[src/hw/lsff_map.vh]
`ifndef LSFF_MAP_VH
`define LSFF_MAP_VH

// ----------------------------------------------------------------
// Management bus addressing
// ----------------------------------------------------------------
`define LSFF_DEV_ADDR       7'h50
`define LSFF_PTR_RESET      8'h00

// ----------------------------------------------------------------
// Lower page byte offsets
// ----------------------------------------------------------------
`define LSFF_OFS_STATUS_RSV  8'h01
`define LSFF_OFS_STATUS     8'h02
`define LSFF_OFS_LOS        8'h03
`define LSFF_OFS_TX_FAULT   8'h04
`define LSFF_OFS_FLAG_RSV_A 8'h05
`define LSFF_OFS_TEMP       8'h06
`define LSFF_OFS_VCC        8'h07
`define LSFF_OFS_FLAG_RSV_B 8'h08
`define LSFF_OFS_RXP_CH12   8'h09
`define LSFF_OFS_RXP_CH34   8'h0A
`define LSFF_OFS_BIAS_CH12  8'h0B
`define LSFF_OFS_BIAS_CH34  8'h0C
`define LSFF_OFS_TXP_CH12   8'h0D
`define LSFF_OFS_FLAG_LAST  8'h15

// ----------------------------------------------------------------
// Status byte fields
// ----------------------------------------------------------------
`define LSFF_STS_NOT_READY  0
`define LSFF_STS_ATTN       1

// ----------------------------------------------------------------
// Flag bytes: bits that can ever be set
// ----------------------------------------------------------------
`define LSFF_MASK_LOS       8'h0F
`define LSFF_MASK_TX_FAULT  8'h0F
`define LSFF_MASK_MODULE    8'hF0
`define LSFF_MASK_CHANNEL   8'hFF
`define LSFF_MASK_TXP       8'hC0

// ----------------------------------------------------------------
// Reset values
// ----------------------------------------------------------------
`define LSFF_FLAG_RESET     8'h00
`define LSFF_NOT_READY_RST  1'b1
`define LSFF_ATTN_RESET     1'b1

`endif

[src/hw/lsff_sync.v]
`timescale 1ns/10ps
// ----------------------------------------------------------------
// Two-flop synchroniser for the three pin inputs
// ----------------------------------------------------------------
module lsff_sync (
   input  wire       ref_clk,   // Core clock
   input  wire       rst_n,     // Async reset, active low
   input  wire [2:0] pin_in,    // Raw pins, idle high
   output wire [2:0] pin_sync   // Synchronised pins
);

   reg  [2:0] meta_reg;          // First stage, read by second only
   reg  [2:0] sync_reg;          // Second stage

   // ----------------------------------------------------------------
   // One chain per pin; idle-high reset avoids a false start
   // ----------------------------------------------------------------
   genvar i;
   generate
      for (i = 0; i < 3; i = i + 1) begin : g_bit
         always @(posedge ref_clk or negedge rst_n) begin
            if (!rst_n) begin
               meta_reg[i] <= 1'b1;
               sync_reg[i] <= 1'b1;
            end else begin
               meta_reg[i] <= pin_in[i];
               sync_reg[i] <= meta_reg[i];
            end
         end
      end
   endgenerate

   assign pin_sync = sync_reg;

endmodule // lsff_sync

[src/hw/lsff_top.v]
`timescale 1ns/10ps
`include "lsff_map.vh"
module lsff_top (
   input  wire        ref_clk,          // Core clock, 100 MHz
   input  wire        rst_n,            // Async power-on reset, active low
   input  wire        module_reset_n,   // Module reset pin, active low
   input  wire        scl_in,           // Serial bus clock pin
   input  wire        sda_in,           // Serial bus data pin, level seen
   output wire        sda_out,          // Serial bus data driven value
   output wire        sda_oe,           // Serial bus data drive enable
   output wire        attention_out_n,  // Attention pin, active low
   input  wire        monitor_data_ready, // Monitor data now valid
   input  wire [3:0]  rx_los_cond,      // Receive signal loss, ch4..ch1
   input  wire [3:0]  tx_fault_cond,    // Transmit fault, ch4..ch1
   input  wire [3:0]  temp_cond,        // Temp HA, LA, HW, LW
   input  wire [3:0]  vcc_cond,         // Supply HA, LA, HW, LW
   input  wire [15:0] rx_power_cond,    // Rx power, ch1 at [15:12]
   input  wire [15:0] tx_bias_cond,     // Tx bias, ch1 at [15:12]
   input  wire [1:0]  tx_power_cond     // Tx power ch1 HA, LA
);

   // ----------------------------------------------------------------
   // Bus engine states
   // ----------------------------------------------------------------
   localparam [2:0] ST_IDLE  = 3'd0;   // Waiting for a start
   localparam [2:0] ST_ADDR  = 3'd1;   // Receiving device address
   localparam [2:0] ST_AACK  = 3'd2;   // Acknowledging address
   localparam [2:0] ST_WR    = 3'd3;   // Receiving a written byte
   localparam [2:0] ST_WACK  = 3'd4;   // Acknowledging a written byte
   localparam [2:0] ST_RD    = 3'd5;   // Sending a byte
   localparam [2:0] ST_RACK  = 3'd6;   // Host acknowledge slot

   localparam NSLOT = 9;               // Flag bytes held here

   // Slot byte addresses, slot 0 in the low byte
   localparam [71:0] SLOT_ADDR = {`LSFF_OFS_TXP_CH12, `LSFF_OFS_BIAS_CH34,
                                  `LSFF_OFS_BIAS_CH12, `LSFF_OFS_RXP_CH34,
                                  `LSFF_OFS_RXP_CH12, `LSFF_OFS_VCC,
                                  `LSFF_OFS_TEMP, `LSFF_OFS_TX_FAULT,
                                  `LSFF_OFS_LOS};

   // Bits each slot may ever set; all others read zero
   localparam [71:0] SLOT_MASK = {`LSFF_MASK_TXP, `LSFF_MASK_CHANNEL,
                                  `LSFF_MASK_CHANNEL, `LSFF_MASK_CHANNEL,
                                  `LSFF_MASK_CHANNEL, `LSFF_MASK_MODULE,
                                  `LSFF_MASK_MODULE, `LSFF_MASK_TX_FAULT,
                                  `LSFF_MASK_LOS};

   // ----------------------------------------------------------------
   // Declarations
   // ----------------------------------------------------------------
   wire [2:0]  pin_sync;               // Synchronised scl, sda, reset
   wire        scl_s;                  // Synchronised serial clock
   wire        sda_s;                  // Synchronised serial data
   wire        mrst_s;                 // Synchronised module reset
   reg         scl_d_reg;              // Previous serial clock
   reg         sda_d_reg;              // Previous serial data
   wire        scl_rise;               // Serial clock rising
   wire        scl_fall;               // Serial clock falling
   wire        bus_start;              // Start condition seen
   wire        bus_stop;               // Stop condition seen

   reg  [2:0]  state_reg;              // Bus engine state
   reg  [3:0]  bit_cnt_reg;            // Bits moved in this byte
   reg  [7:0]  shift_reg;              // Receive shift register
   reg  [7:0]  tx_reg;                 // Transmit shift register
   reg  [7:0]  ptr_reg;                // Byte pointer
   reg         rw_reg;                 // Transfer is a read
   reg         first_reg;              // Next written byte is pointer
   reg         host_ack_reg;           // Host acked last read byte
   reg         sda_oe_reg;             // Drive data low
   reg  [7:0]  snap_addr_reg;          // Address of byte in flight
   reg  [7:0]  snap_bits_reg;          // Flag bits returned in flight
   reg         clr_reg;                // Clear pulse after a read byte

   reg  [71:0] flag_reg;               // Latched flags, all slots
   wire [71:0] cond_all;               // Raw conditions, all slots
   reg         not_ready_reg;          // Monitor data not yet valid
   reg         attn_n_reg;             // Attention pin driver
   reg  [7:0]  rd_data;                // Byte at a given pointer
   reg  [7:0]  rd_ptr;                 // Pointer fed to the read mux
   reg  [7:0]  next_ptr;               // Pointer after the current one
   integer     k;                      // Read mux loop index

   // ----------------------------------------------------------------
   // Pin synchronisers
   // ----------------------------------------------------------------
   lsff_sync u_sync (
      .ref_clk  (ref_clk),
      .rst_n    (rst_n),
      .pin_in   ({module_reset_n, sda_in, scl_in}),
      .pin_sync (pin_sync)
   );

   assign scl_s  = pin_sync[0];
   assign sda_s  = pin_sync[1];
   assign mrst_s = pin_sync[2];

   // ----------------------------------------------------------------
   // Edge and framing detection
   // ----------------------------------------------------------------
   // Delay line behind the synchronised pins
   always @(posedge ref_clk or negedge rst_n) begin
      if (!rst_n) begin
         scl_d_reg <= 1'b1;
         sda_d_reg <= 1'b1;
      end else begin
         scl_d_reg <= scl_s;
         sda_d_reg <= sda_s;
      end
   end

   assign scl_rise  = scl_s & ~scl_d_reg;
   assign scl_fall  = ~scl_s & scl_d_reg;
   // Data moving while clock high marks frame boundaries
   assign bus_start = scl_s & scl_d_reg & sda_d_reg & ~sda_s;
   assign bus_stop  = scl_s & scl_d_reg & ~sda_d_reg & sda_s;

   // ----------------------------------------------------------------
   // Condition packing into byte slots
   // ----------------------------------------------------------------
   // Upper nibble of byte 3 is tied off: transmit loss unsupported
   assign cond_all = {tx_power_cond, 6'h00,
                      tx_bias_cond[7:0],
                      tx_bias_cond[15:8],
                      rx_power_cond[7:0],
                      rx_power_cond[15:8],
                      vcc_cond, 4'h0,
                      temp_cond, 4'h0,
                      4'h0, tx_fault_cond,
                      4'h0, rx_los_cond};

   // ----------------------------------------------------------------
   // Latched flag slots
   // ----------------------------------------------------------------
   // Only bits actually returned by a read are cleared, so an event
   // arriving mid-read, or in the clear cycle itself, survives.
   genvar s;
   generate
      for (s = 0; s < NSLOT; s = s + 1) begin : g_slot
         wire       hit;                 // Clear aimed at this slot
         wire [7:0] clr_bits;            // Bits to drop this cycle
         assign hit      = clr_reg & (snap_addr_reg == SLOT_ADDR[8*s +: 8]);
         assign clr_bits = hit ? snap_bits_reg : 8'h00;
         always @(posedge ref_clk or negedge rst_n) begin
            if (!rst_n) begin
               flag_reg[8*s +: 8] <= `LSFF_FLAG_RESET;
            end else if (!mrst_s) begin
               flag_reg[8*s +: 8] <= `LSFF_FLAG_RESET;
            end else begin
               // Set beats clear; reserved bits never latch
               flag_reg[8*s +: 8] <= ((flag_reg[8*s +: 8] & ~clr_bits)
                                     | cond_all[8*s +: 8])
                                     & SLOT_MASK[8*s +: 8];
            end
         end
      end
   endgenerate

   // ----------------------------------------------------------------
   // Status bits and attention output
   // ----------------------------------------------------------------
   // Not-ready stays high through module reset, drops on valid data
   always @(posedge ref_clk or negedge rst_n) begin
      if (!rst_n) begin
         not_ready_reg <= `LSFF_NOT_READY_RST;
         attn_n_reg    <= `LSFF_ATTN_RESET;
      end else begin
         if (!mrst_s) begin
            not_ready_reg <= `LSFF_NOT_READY_RST;
         end else if (monitor_data_ready) begin
            not_ready_reg <= 1'b0;
         end
         attn_n_reg <= ~(|flag_reg);
      end
   end

   assign attention_out_n = attn_n_reg;

   // ----------------------------------------------------------------
   // Read mux over the lower page
   // ----------------------------------------------------------------
   // Bytes outside this block, and reserved ones, read zero
   always @* begin
      rd_data = 8'h00;
      if (rd_ptr == `LSFF_OFS_STATUS) begin
         rd_data[`LSFF_STS_NOT_READY] = not_ready_reg;
         rd_data[`LSFF_STS_ATTN]      = attn_n_reg;
      end
      // Field 3..21: slots present, gaps reserved
      for (k = 0; k < NSLOT; k = k + 1) begin
         if (rd_ptr == SLOT_ADDR[8*k +: 8]) begin
            rd_data = flag_reg[8*k +: 8];
         end
      end
   end

   // Pointer choice: the next byte once the current one is done
   always @* begin
      next_ptr = ptr_reg + 8'h01;
      if (state_reg == ST_RACK) begin
         rd_ptr = ptr_reg;
      end else begin
         rd_ptr = ptr_reg;
      end
   end

   // ----------------------------------------------------------------
   // Serial bus engine
   // ----------------------------------------------------------------
   // Open-drain data: value is always low, enable chooses to pull.
   // Everything runs on sampled edges, so the bus clock must stay
   // well below a quarter of the core clock.
   always @(posedge ref_clk or negedge rst_n) begin
      if (!rst_n) begin
         state_reg     <= ST_IDLE;
         bit_cnt_reg   <= 4'h0;
         shift_reg     <= 8'h00;
         tx_reg        <= 8'h00;
         ptr_reg       <= `LSFF_PTR_RESET;
         rw_reg        <= 1'b0;
         first_reg     <= 1'b0;
         host_ack_reg  <= 1'b0;
         sda_oe_reg    <= 1'b0;
         snap_addr_reg <= 8'h00;
         snap_bits_reg <= 8'h00;
         clr_reg       <= 1'b0;
      end else begin
         clr_reg <= 1'b0;
         if (bus_start) begin
            // Repeated start keeps the pointer
            state_reg   <= ST_ADDR;
            bit_cnt_reg <= 4'h0;
            sda_oe_reg  <= 1'b0;
         end else if (bus_stop) begin
            state_reg  <= ST_IDLE;
            sda_oe_reg <= 1'b0;
         end else begin
            case (state_reg)
               ST_ADDR: begin
                  if (scl_rise) begin
                     shift_reg   <= {shift_reg[6:0], sda_s};
                     bit_cnt_reg <= bit_cnt_reg + 4'h1;
                  end else if (scl_fall && bit_cnt_reg == 4'h8) begin
                     // Other addresses belong to someone else
                     if (shift_reg[7:1] == `LSFF_DEV_ADDR) begin
                        rw_reg     <= shift_reg[0];
                        sda_oe_reg <= 1'b1;
                        state_reg  <= ST_AACK;
                     end else begin
                        state_reg <= ST_IDLE;
                     end
                  end
               end
               ST_AACK: begin
                  if (scl_fall) begin
                     bit_cnt_reg <= 4'h0;
                     if (rw_reg) begin
                        // Capture byte and the bits this read owns
                        tx_reg        <= rd_data;
                        snap_addr_reg <= ptr_reg;
                        snap_bits_reg <= rd_data;
                        sda_oe_reg    <= ~rd_data[7];
                        state_reg     <= ST_RD;
                     end else begin
                        first_reg  <= 1'b1;
                        sda_oe_reg <= 1'b0;
                        state_reg  <= ST_WR;
                     end
                  end
               end
               ST_WR: begin
                  if (scl_rise) begin
                     shift_reg   <= {shift_reg[6:0], sda_s};
                     bit_cnt_reg <= bit_cnt_reg + 4'h1;
                  end else if (scl_fall && bit_cnt_reg == 4'h8) begin
                     sda_oe_reg <= 1'b1;
                     state_reg  <= ST_WACK;
                     if (first_reg) begin
                        ptr_reg   <= shift_reg;
                        first_reg <= 1'b0;
                     end else begin
                        // Nothing here is writable: acked, dropped
                        ptr_reg <= next_ptr;
                     end
                  end
               end
               ST_WACK: begin
                  if (scl_fall) begin
                     sda_oe_reg  <= 1'b0;
                     bit_cnt_reg <= 4'h0;
                     state_reg   <= ST_WR;
                  end
               end
               ST_RD: begin
                  if (scl_fall) begin
                     if (bit_cnt_reg == 4'h7) begin
                        // Whole byte out: now the flags may drop
                        sda_oe_reg <= 1'b0;
                        clr_reg    <= 1'b1;
                        ptr_reg    <= next_ptr;
                        state_reg  <= ST_RACK;
                     end else begin
                        tx_reg      <= {tx_reg[6:0], 1'b0};
                        sda_oe_reg  <= ~tx_reg[6];
                        bit_cnt_reg <= bit_cnt_reg + 4'h1;
                     end
                  end
               end
               ST_RACK: begin
                  if (scl_rise) begin
                     host_ack_reg <= ~sda_s;
                  end else if (scl_fall) begin
                     bit_cnt_reg <= 4'h0;
                     if (host_ack_reg) begin
                        // Sequential read of the next byte
                        tx_reg        <= rd_data;
                        snap_addr_reg <= ptr_reg;
                        snap_bits_reg <= rd_data;
                        sda_oe_reg    <= ~rd_data[7];
                        state_reg     <= ST_RD;
                     end else begin
                        state_reg <= ST_IDLE;
                     end
                  end
               end
               default: begin
                  state_reg  <= ST_IDLE;
                  sda_oe_reg <= 1'b0;
               end
            endcase
         end
      end
   end

   assign sda_oe  = sda_oe_reg;
   assign sda_out = 1'b0;

endmodule // lsff_top

[config.mk]
export PLATFORM = sky130hd
export DESIGN_NAME = lsff_top
export DESIGN_NICKNAME = d
export VERILOG_FILES = /design/src/hw/lsff_sync.v /design/src/hw/lsff_top.v
export VERILOG_INCLUDE_DIRS = /design/src /design/src/hw
export SDC_FILE = /design/constraint.sdc
export NUM_CORES = 1
export LEC_CHECK = 0
export ABC_AREA = 1
export CAP_MARGIN = 10
export CORE_MARGIN = 4
export CORE_UTILIZATION = 40
export CTS_CLUSTER_DIAMETER = 40
export DETAILED_ROUTE_END_ITERATION = 10
export DONT_BUFFER_PORTS = 1
export HOLD_SLACK_MARGIN = 0.08
export PLACE_DENSITY_LB_ADDON = 0.1
export RECOVER_POWER = 50
export SLEW_MARGIN = 20
export SYNTH_ARGS = -nofsm -noshare
export SYNTH_HDL_FRONTEND = slang
export SYNTH_SLANG_ARGS = --single-unit
[constraint.sdc]
create_clock -name ref_clk -period 1.84 [get_ports ref_clk]
set_clock_uncertainty 0.05 [all_clocks]
set_input_delay 0.368 -clock ref_clk [delete_from_list [all_inputs] [get_ports ref_clk]]
set_output_delay 0.368 -clock ref_clk [all_outputs]
set_load 0.01 [all_outputs]
* After elaboration in Yosys (flattened, before gate mapping) *
Index checks and enable logic that the tools add are counted.

word-level totals
  flip-flop bits (word level) = 125
  latch bits = 0
  RAM bits = 0
  memory bits (read-only) = 0
  bits of input ports = 56
  output and inout port bits = 3
  logic and storage cells = 263
  memories kept = 0

cells by class
  add/sub/neg operators = 2
  multiply operators = 0
  div/mod/pow operators = 0
  magnitude comparators = 0
  equality and inequality tests = 57
  shifts and indexed selects = 0
  multiplexer cells = 101
  bitwise logic cells = 53
  reduce and logical (&&, ||, !) cells = 19

operators with widths
  kind                                                                   number
  8-bit 2-to-1 mux                                                       36
  8-bit by 4-bit equality test with 1-bit output, second input constant  10
  72-bit OR reduction                                                    1
  8-bit AND                                                              7
  8-bit NOT                                                              7
  8-bit OR                                                               7
  4-bit 2-to-1 mux                                                       13
  8-bit by 3-bit equality test with 1-bit output, second input constant  6
  4-bit inequality test, second input constant                           12
  8-bit one-hot mux with 2 select lines                                  3
  3-bit 2-to-1 mux                                                       14
  1-bit 2-to-1 mux                                                       26
  2-bit inequality test, second input constant                           13
  8-bit by 2-bit equality test with 1-bit output, second input constant  3
  7-bit one-hot mux with 3 select lines                                  1
  10-bit AND reduction                                                   2
  3-bit one-hot mux with 6 select lines                                  1
  1-bit AND                                                              16
  4-bit one-hot mux with 4 select lines                                  1
  7-bit 2-to-1 mux                                                       2
  7-bit AND reduction                                                    2
  6-bit AND reduction                                                    2
  11-bit AND reduction                                                   1
  1-bit NOT                                                              10
  other kinds (23)                                                       36

* Logic depth before layout (Yosys ltp) *
  depth after elaboration = 18
  mapped depth = 16
  gate-level depth less buffers = 16

* Cells and area by module *
A second synthesis with hierarchy kept.

second synthesis, totals
  cell total of the unflattened synthesis = 756
  area total of the unflattened synthesis = 5794.3 µm²

by module, submodules not included
  module     instances  cells an instance  area an instance (µm²)  seq. area each (µm²)
  lsff_top   1          750                5636.7                  2632.5
  lsff_sync  1          6                  157.7                   157.7

* Least setup slack after synthesis *
No wires, ideal clock.

  path kind = register to register
  start point = register u_sync.sync_reg[1] (netlist: u_sync.pin_sync[1])
  end point = register snap_addr_reg[6]
  library setup time = 0.120 ns
  arrival = 1.605 ns
  required time = 1.670 ns
  path slack = 0.065 ns
  cell stages (with the launch flop) = 13
  buffers on the path = 1
  clock period less this slack = 1.775 ns
  cells stage by stage = dfstp_2 -> inv_1 -> nand3_2 -> nand2_1 -> inv_1 -> nand3_1 -> nor2_2 -> inv_4 -> nor2_8 -> inv_4 -> buf_6 -> nand2_1 -> o21ai_2

between the ends
  cells in the longest elaborated chain, start to end = 4
  elaborated cells between the ends (all ways) = 6
  those cells by class = bitwise: 5; reduce/logical: 1

RTL lines
  item                                      line            RTL
  start, declared                           lsff_sync.v:13  reg [2:0] sync_reg;
  start signal, assigned by index           lsff_sync.v:27  sync_reg[i] <= meta_reg[i];
  1-bit NOT                                 lsff_top.v:116  assign bus_start = scl_s & scl_d_reg & sda_d_reg & ~sda_s;
  1-bit AND                                 lsff_top.v:116
  1-bit NOT (no source line)                --
  8-bit AND reduction (no source line) (*)  --
  end signal, assigned                      lsff_top.v:261  snap_addr_reg <= ptr_reg;
  end signal, assigned                      lsff_top.v:318  snap_addr_reg <= ptr_reg;
  end, declared                             lsff_top.v:72   reg [7:0] snap_addr_reg;

Mark *: on every way between the ends. The rest lies on a longest branch, timed or not.
A chain may end at the register's enable or synchronous reset.

* Worst setup path after layout *
  start point = register ptr_reg[0]
  end point = register tx_reg[2]

between the ends
  cells in the longest elaborated chain, start to end = 14
  elaborated cells between the ends (all ways) = 24
  those cells by class = eq/ne: 9; mux: 15

RTL lines
  item                                            line            RTL
  start, declared                                 lsff_top.v:67   reg [7:0] ptr_reg;
  start signal, assigned                          lsff_top.v:220  ptr_reg <= `LSFF_PTR_RESET;
  start signal, assigned                          lsff_top.v:280  ptr_reg <= shift_reg;
  start signal, assigned                          lsff_top.v:284  ptr_reg <= next_ptr;
  8-bit by 2-bit equality test with 1-bit output  lsff_top.v:192  if (rd_ptr == SLOT_ADDR[8*k +: 8]) begin
  4-bit 2-to-1 mux (2 in a row)                   lsff_top.v:192
  8-bit 2-to-1 mux (6 in a row)                   lsff_top.v:192
  8-bit 2-to-1 mux (*)                            lsff_top.v:192
  8-bit 2-to-1 mux                                lsff_top.v:315  if (host_ack_reg) begin
  8-bit 2-to-1 mux                                lsff_top.v:313  end else if (scl_fall) begin
  8-bit 2-to-1 mux                                lsff_top.v:311  if (scl_rise) begin
  7-bit one-hot mux with 3 select lines (*)       lsff_top.v:239  case (state_reg)
  end signal, assigned                            lsff_top.v:260  tx_reg <= rd_data;
  end signal, assigned                            lsff_top.v:304  tx_reg <= {tx_reg[6:0], 1'b0};
  end signal, assigned                            lsff_top.v:317  tx_reg <= rd_data;
  end, declared                                   lsff_top.v:66   reg [7:0] tx_reg;

Mark *: on every way between the ends. The rest lies on a longest branch, timed or not. The select of a mux whose other input is x is not followed.

==> metrics.md <==
| Metric | Value |
|---|---|
| Setup TNS | `-141.3 ps` |
| # DRC | `0` |
| Core Footprint | `0.01404 sq mm` |
| IO Port Bufs | `0` |
| FF-to-FF End | `tx_reg[2]$_DFFE_PN0P_` |
| Cell variety after synth | `43` |
| Remaining global-route overflow | `0` |
| Slew Limit Headroom | `63.57%` |
| Critical path, cell by cell | `buf_4 -> buf_6 -> ha_4 -> nand3_4 -> nor2_4 -> buf_6 -> nand2_1 -> nand2_1 -> o21ai_2 -> nand2_1 -> nand2_2 -> nand2_1 -> nand2_1 -> nand2_1` |
| # nets final | `just over 900` |
| Min Hold Slack | `-354.0 ps` |
| Cell mode on critical path | `nand2_1` |
| PD cells | `roughly 750 mW/mm^2` |
| CP max FO | `6` |
| Final Hold Viols | `111` |
| CTS Sinks | `111` |
| Cells on worst reg2reg path | `14` |
| Status | `complete, but fails checks` |
| Peak supply drop | `0.4997 mV` |
| Total Routing Usage GR | `20.89%` |
| RR Startpoint | `ptr_reg[0]$_DFFE_PN0P_` |
| Die area | `around 0.016 sq mm` |
| Final worst slack | `-66.26 ps` |
| Initial Util | `41.26%` |
| Final period util | `103.6%` |
| Maxcap violations | `0` |
| #FFs+latches synth | `111` |
| Seq/Total Area, Yosys | `48.15%` |
| R2R Setup Slk | `-70 ps` |
| Gr busiest metal | `met2` |
| Cell taking the most area after synthesis | `dfrtp_1` |
| CP endpoint kind | `register` |
| Antenna diodes | `0` |
| M1 GR Usage | `28.35%` |
| Critical Path RT | `2050 ps` |
| RSZ-0062 raised after global routing | `true` |
| Post-synth top flop | `dfrtp_1` |
| Fin. max-slew vios | `0` |
| Dpl cells | `between 900 and 1,000` |
| EDFF count, synth | `0` |
| Clock Path Buffers | `2` |
| Detailed router's first-iteration violation count | `441` |
| P_leak | `3.647 nW` |
| Hold Crit Class | `input pin to async pin` |
| Synthesized area per cell | `7.664 sq um` |
| Slowest stage delay, CP | `430 ps` |
| Share of cells above drive strength 1 | `30.53%` |
| Synth warnings | `0` |
| Die Ht | `roughly 130 microns` |
| FMAX | `0.5246 GHz` |
| HPWL after DPL | `11,950 microns` |
| Slowest-stage cell, CP | `dfrtp_2` |
| First-pass GRT wire length | `approximately 27,000 microns` |
| Critical path arrival | `2120 ps` |
| Net Count, Synth | `818` |
| Routed vias | `~5,500` |
| H-tree lvl count | `3` |
| Most frequent cells in the layout | `117 x nand2_1, 97 x inv_1, 96 x dfrtp_1` |
| Seq. cell area | `0.002796 sq mm` |
| Setup crit start kind | `register` |
| Commonest non-fill, non-tap cell in the layout | `nand2_1` |
| Cells after Synth | `756` |
| Row count | `43` |
| Non-Filler Instances | `1,035` |
| Root Driver | `clkbuf_16` |
| Synth Cell Area | `0.005794 sq mm` |
| Post-synth top area share | `between 40 and 50%` |
| Die span in x | `128.4 microns` |
| Met3 Track Usage GR | `~4.2%` |
| Failing checks | `negative hold slack, negative setup slack` |
| Grt met2 use | `33.93%` |
| # IOs | `59` |
| Vias/cell | `5.287` |
| Largest net degree at the start of global routing | `112` |
| TritonCTS clock tree | `built` |
| Setup violators final | `3` |
| Clk_lat worst skew | `370 ps` |
| Num CTS Buffers | `9` |
| Antenna violations before repair | `0` |
| Routability-driven placement congestion ratio | `0.9132` |
| Routed Antenna Nets | `0` |
| Path type of the worst setup path | `register to register` |
| Fillers | `1,254` |
| Post-Route WL | `17,410 microns` |
| Reg clk slew, reported paths | `roughly 70 ps` |
| Synth async-reset ratio | `100.0%` |
| Area delta synth->final | `33.92%` |
| Final core occ | `55.26%` |
| Top cells by area, synth | `dfrtp_1 44%, nand2_1 9.9%, o21ai_0 7.7%` |
| DR WL/cell | `16.83 microns` |
| Multi-input logic area | `around 0.0030 sq mm` |
| DRT Pass-1 Iters | `5` |
| Max reg flops | `50` |
| Vias in the first global route | `about 5,300` |
| Tmin final | `1906 ps` |
| Actual slew at the worst max-slew pin | `546.5 ps` |
==> layer usage <==
| metal | vias up | routed length (microns) |
|---|---|---|
| li1 | 2642 | - |
| met1 | 2649 | 7723 |
| met2 | 153 | 8425 |
| met3 | 28 | 893 |
| met4 | 0 | 373 |
| met5 | - | 0 |
==> report_power, final <==
group | internal, mW | switching [mW] | total [mW]
Clock | 1.09 | 0.931 | 2.03
Sequential | 2.66 | 0.196 | 2.86
Combinational | 0.412 | 0.551 | 0.963
==> worst max-delay path: cells and delay by family, from the launching register on <==
kind	cells	cell delay, ps
buf+inv	3	390
compound gates	1	190
simple gates	9	580
flops	1	430
fa+ha+maj	1	160
==> what timing repair did <==
| action | CTS | global route |
|---|---|---|
| pin swaps | 10 | 34 |
| setup endpoints to repair | 24 | 74 |
| resized for setup | 42 | 162 |
| cloned | 1 | 3 |
| setup buffers | 4 | 19 |
| hold buffers | 16 | 1 |
| endpoints found under the hold margin | 127 | 112 |
==> cell type report <==
class                   count  area share [%]
flip-flops and latches    111           36.04
inverters                 120           6.127
clock inverters             4          0.7094
clock buffers              11           3.128
multi-input cells         510           39.28
repair inverters            3          0.3225
repair buffers             96           11.50
well taps                 180           2.902
==> worst max path at each step <==
stage,start,end,slack [ps],cells past startpoint
2_1_floorplan,u_sync.pin_sync[1]$_DFF_PN1_,snap_addr_reg[6]$_DFFE_PN0P_,70,12
3_3_place_gp,ptr_reg[0]$_DFFE_PN0P_,tx_reg[2]$_DFFE_PN0P_,-180,13
3_5_place_dp,ptr_reg[0]$_DFFE_PN0P_,tx_reg[2]$_DFFE_PN0P_,-250,13
4_1_cts,ptr_reg[1]$_DFFE_PN0P_,sda_oe$_DFFE_PN0P_,-5,13
5_1_grt,ptr_reg[0]$_DFFE_PN0P_,sda_oe$_DFFE_PN0P_,-170,14
6_report,ptr_reg[0]$_DFFE_PN0P_,tx_reg[2]$_DFFE_PN0P_,-70,14
==> through the flow <==
stage | setup slack (ps) | area, sq um | total power [mW]
after detailed placement | -252.8 | 6377 | 3.695
after CTS | -4.711 | 6987 | 5.770
after floorplan | 65.05 | 5794 | 3.391
final | -66.26 | 7760 | 5.844
after global routing | -166.3 | 7760 | 6.141
after global placement | -182.2 | 6377 | 3.664
==> synthesized netlist by cell type, types with 4 or more instances <==
master	n
nand2_1	153
nand4_1	7
inv_1	113
nor2_2	8
inv_2	5
o21ai_2	4
clkbuf_1	6
ha_1	6
nor2_1	84
a21oi_1	71
nor3_1	10
buf_2	4
a31oi_1	6
xor2_1	4
o21ai_0	89
o21ai_1	4
nor4_1	15
nand3_1	23
dfrtp_1	101
dfstp_2	10
==> cells by family after synthesis <==
group / Yosys count / share of synthesized area, %
fa+ha+maj: 6 / 1.296
simple gates: 310 / 23.17
xor+xnor: 5 / 0.7557
flops: 111 / 48.15
compound gates: 188 / 17.32
other cells: 1 / 0.06472
buf+inv: 135 / 9.242
(Power assumes the default switching activity.)
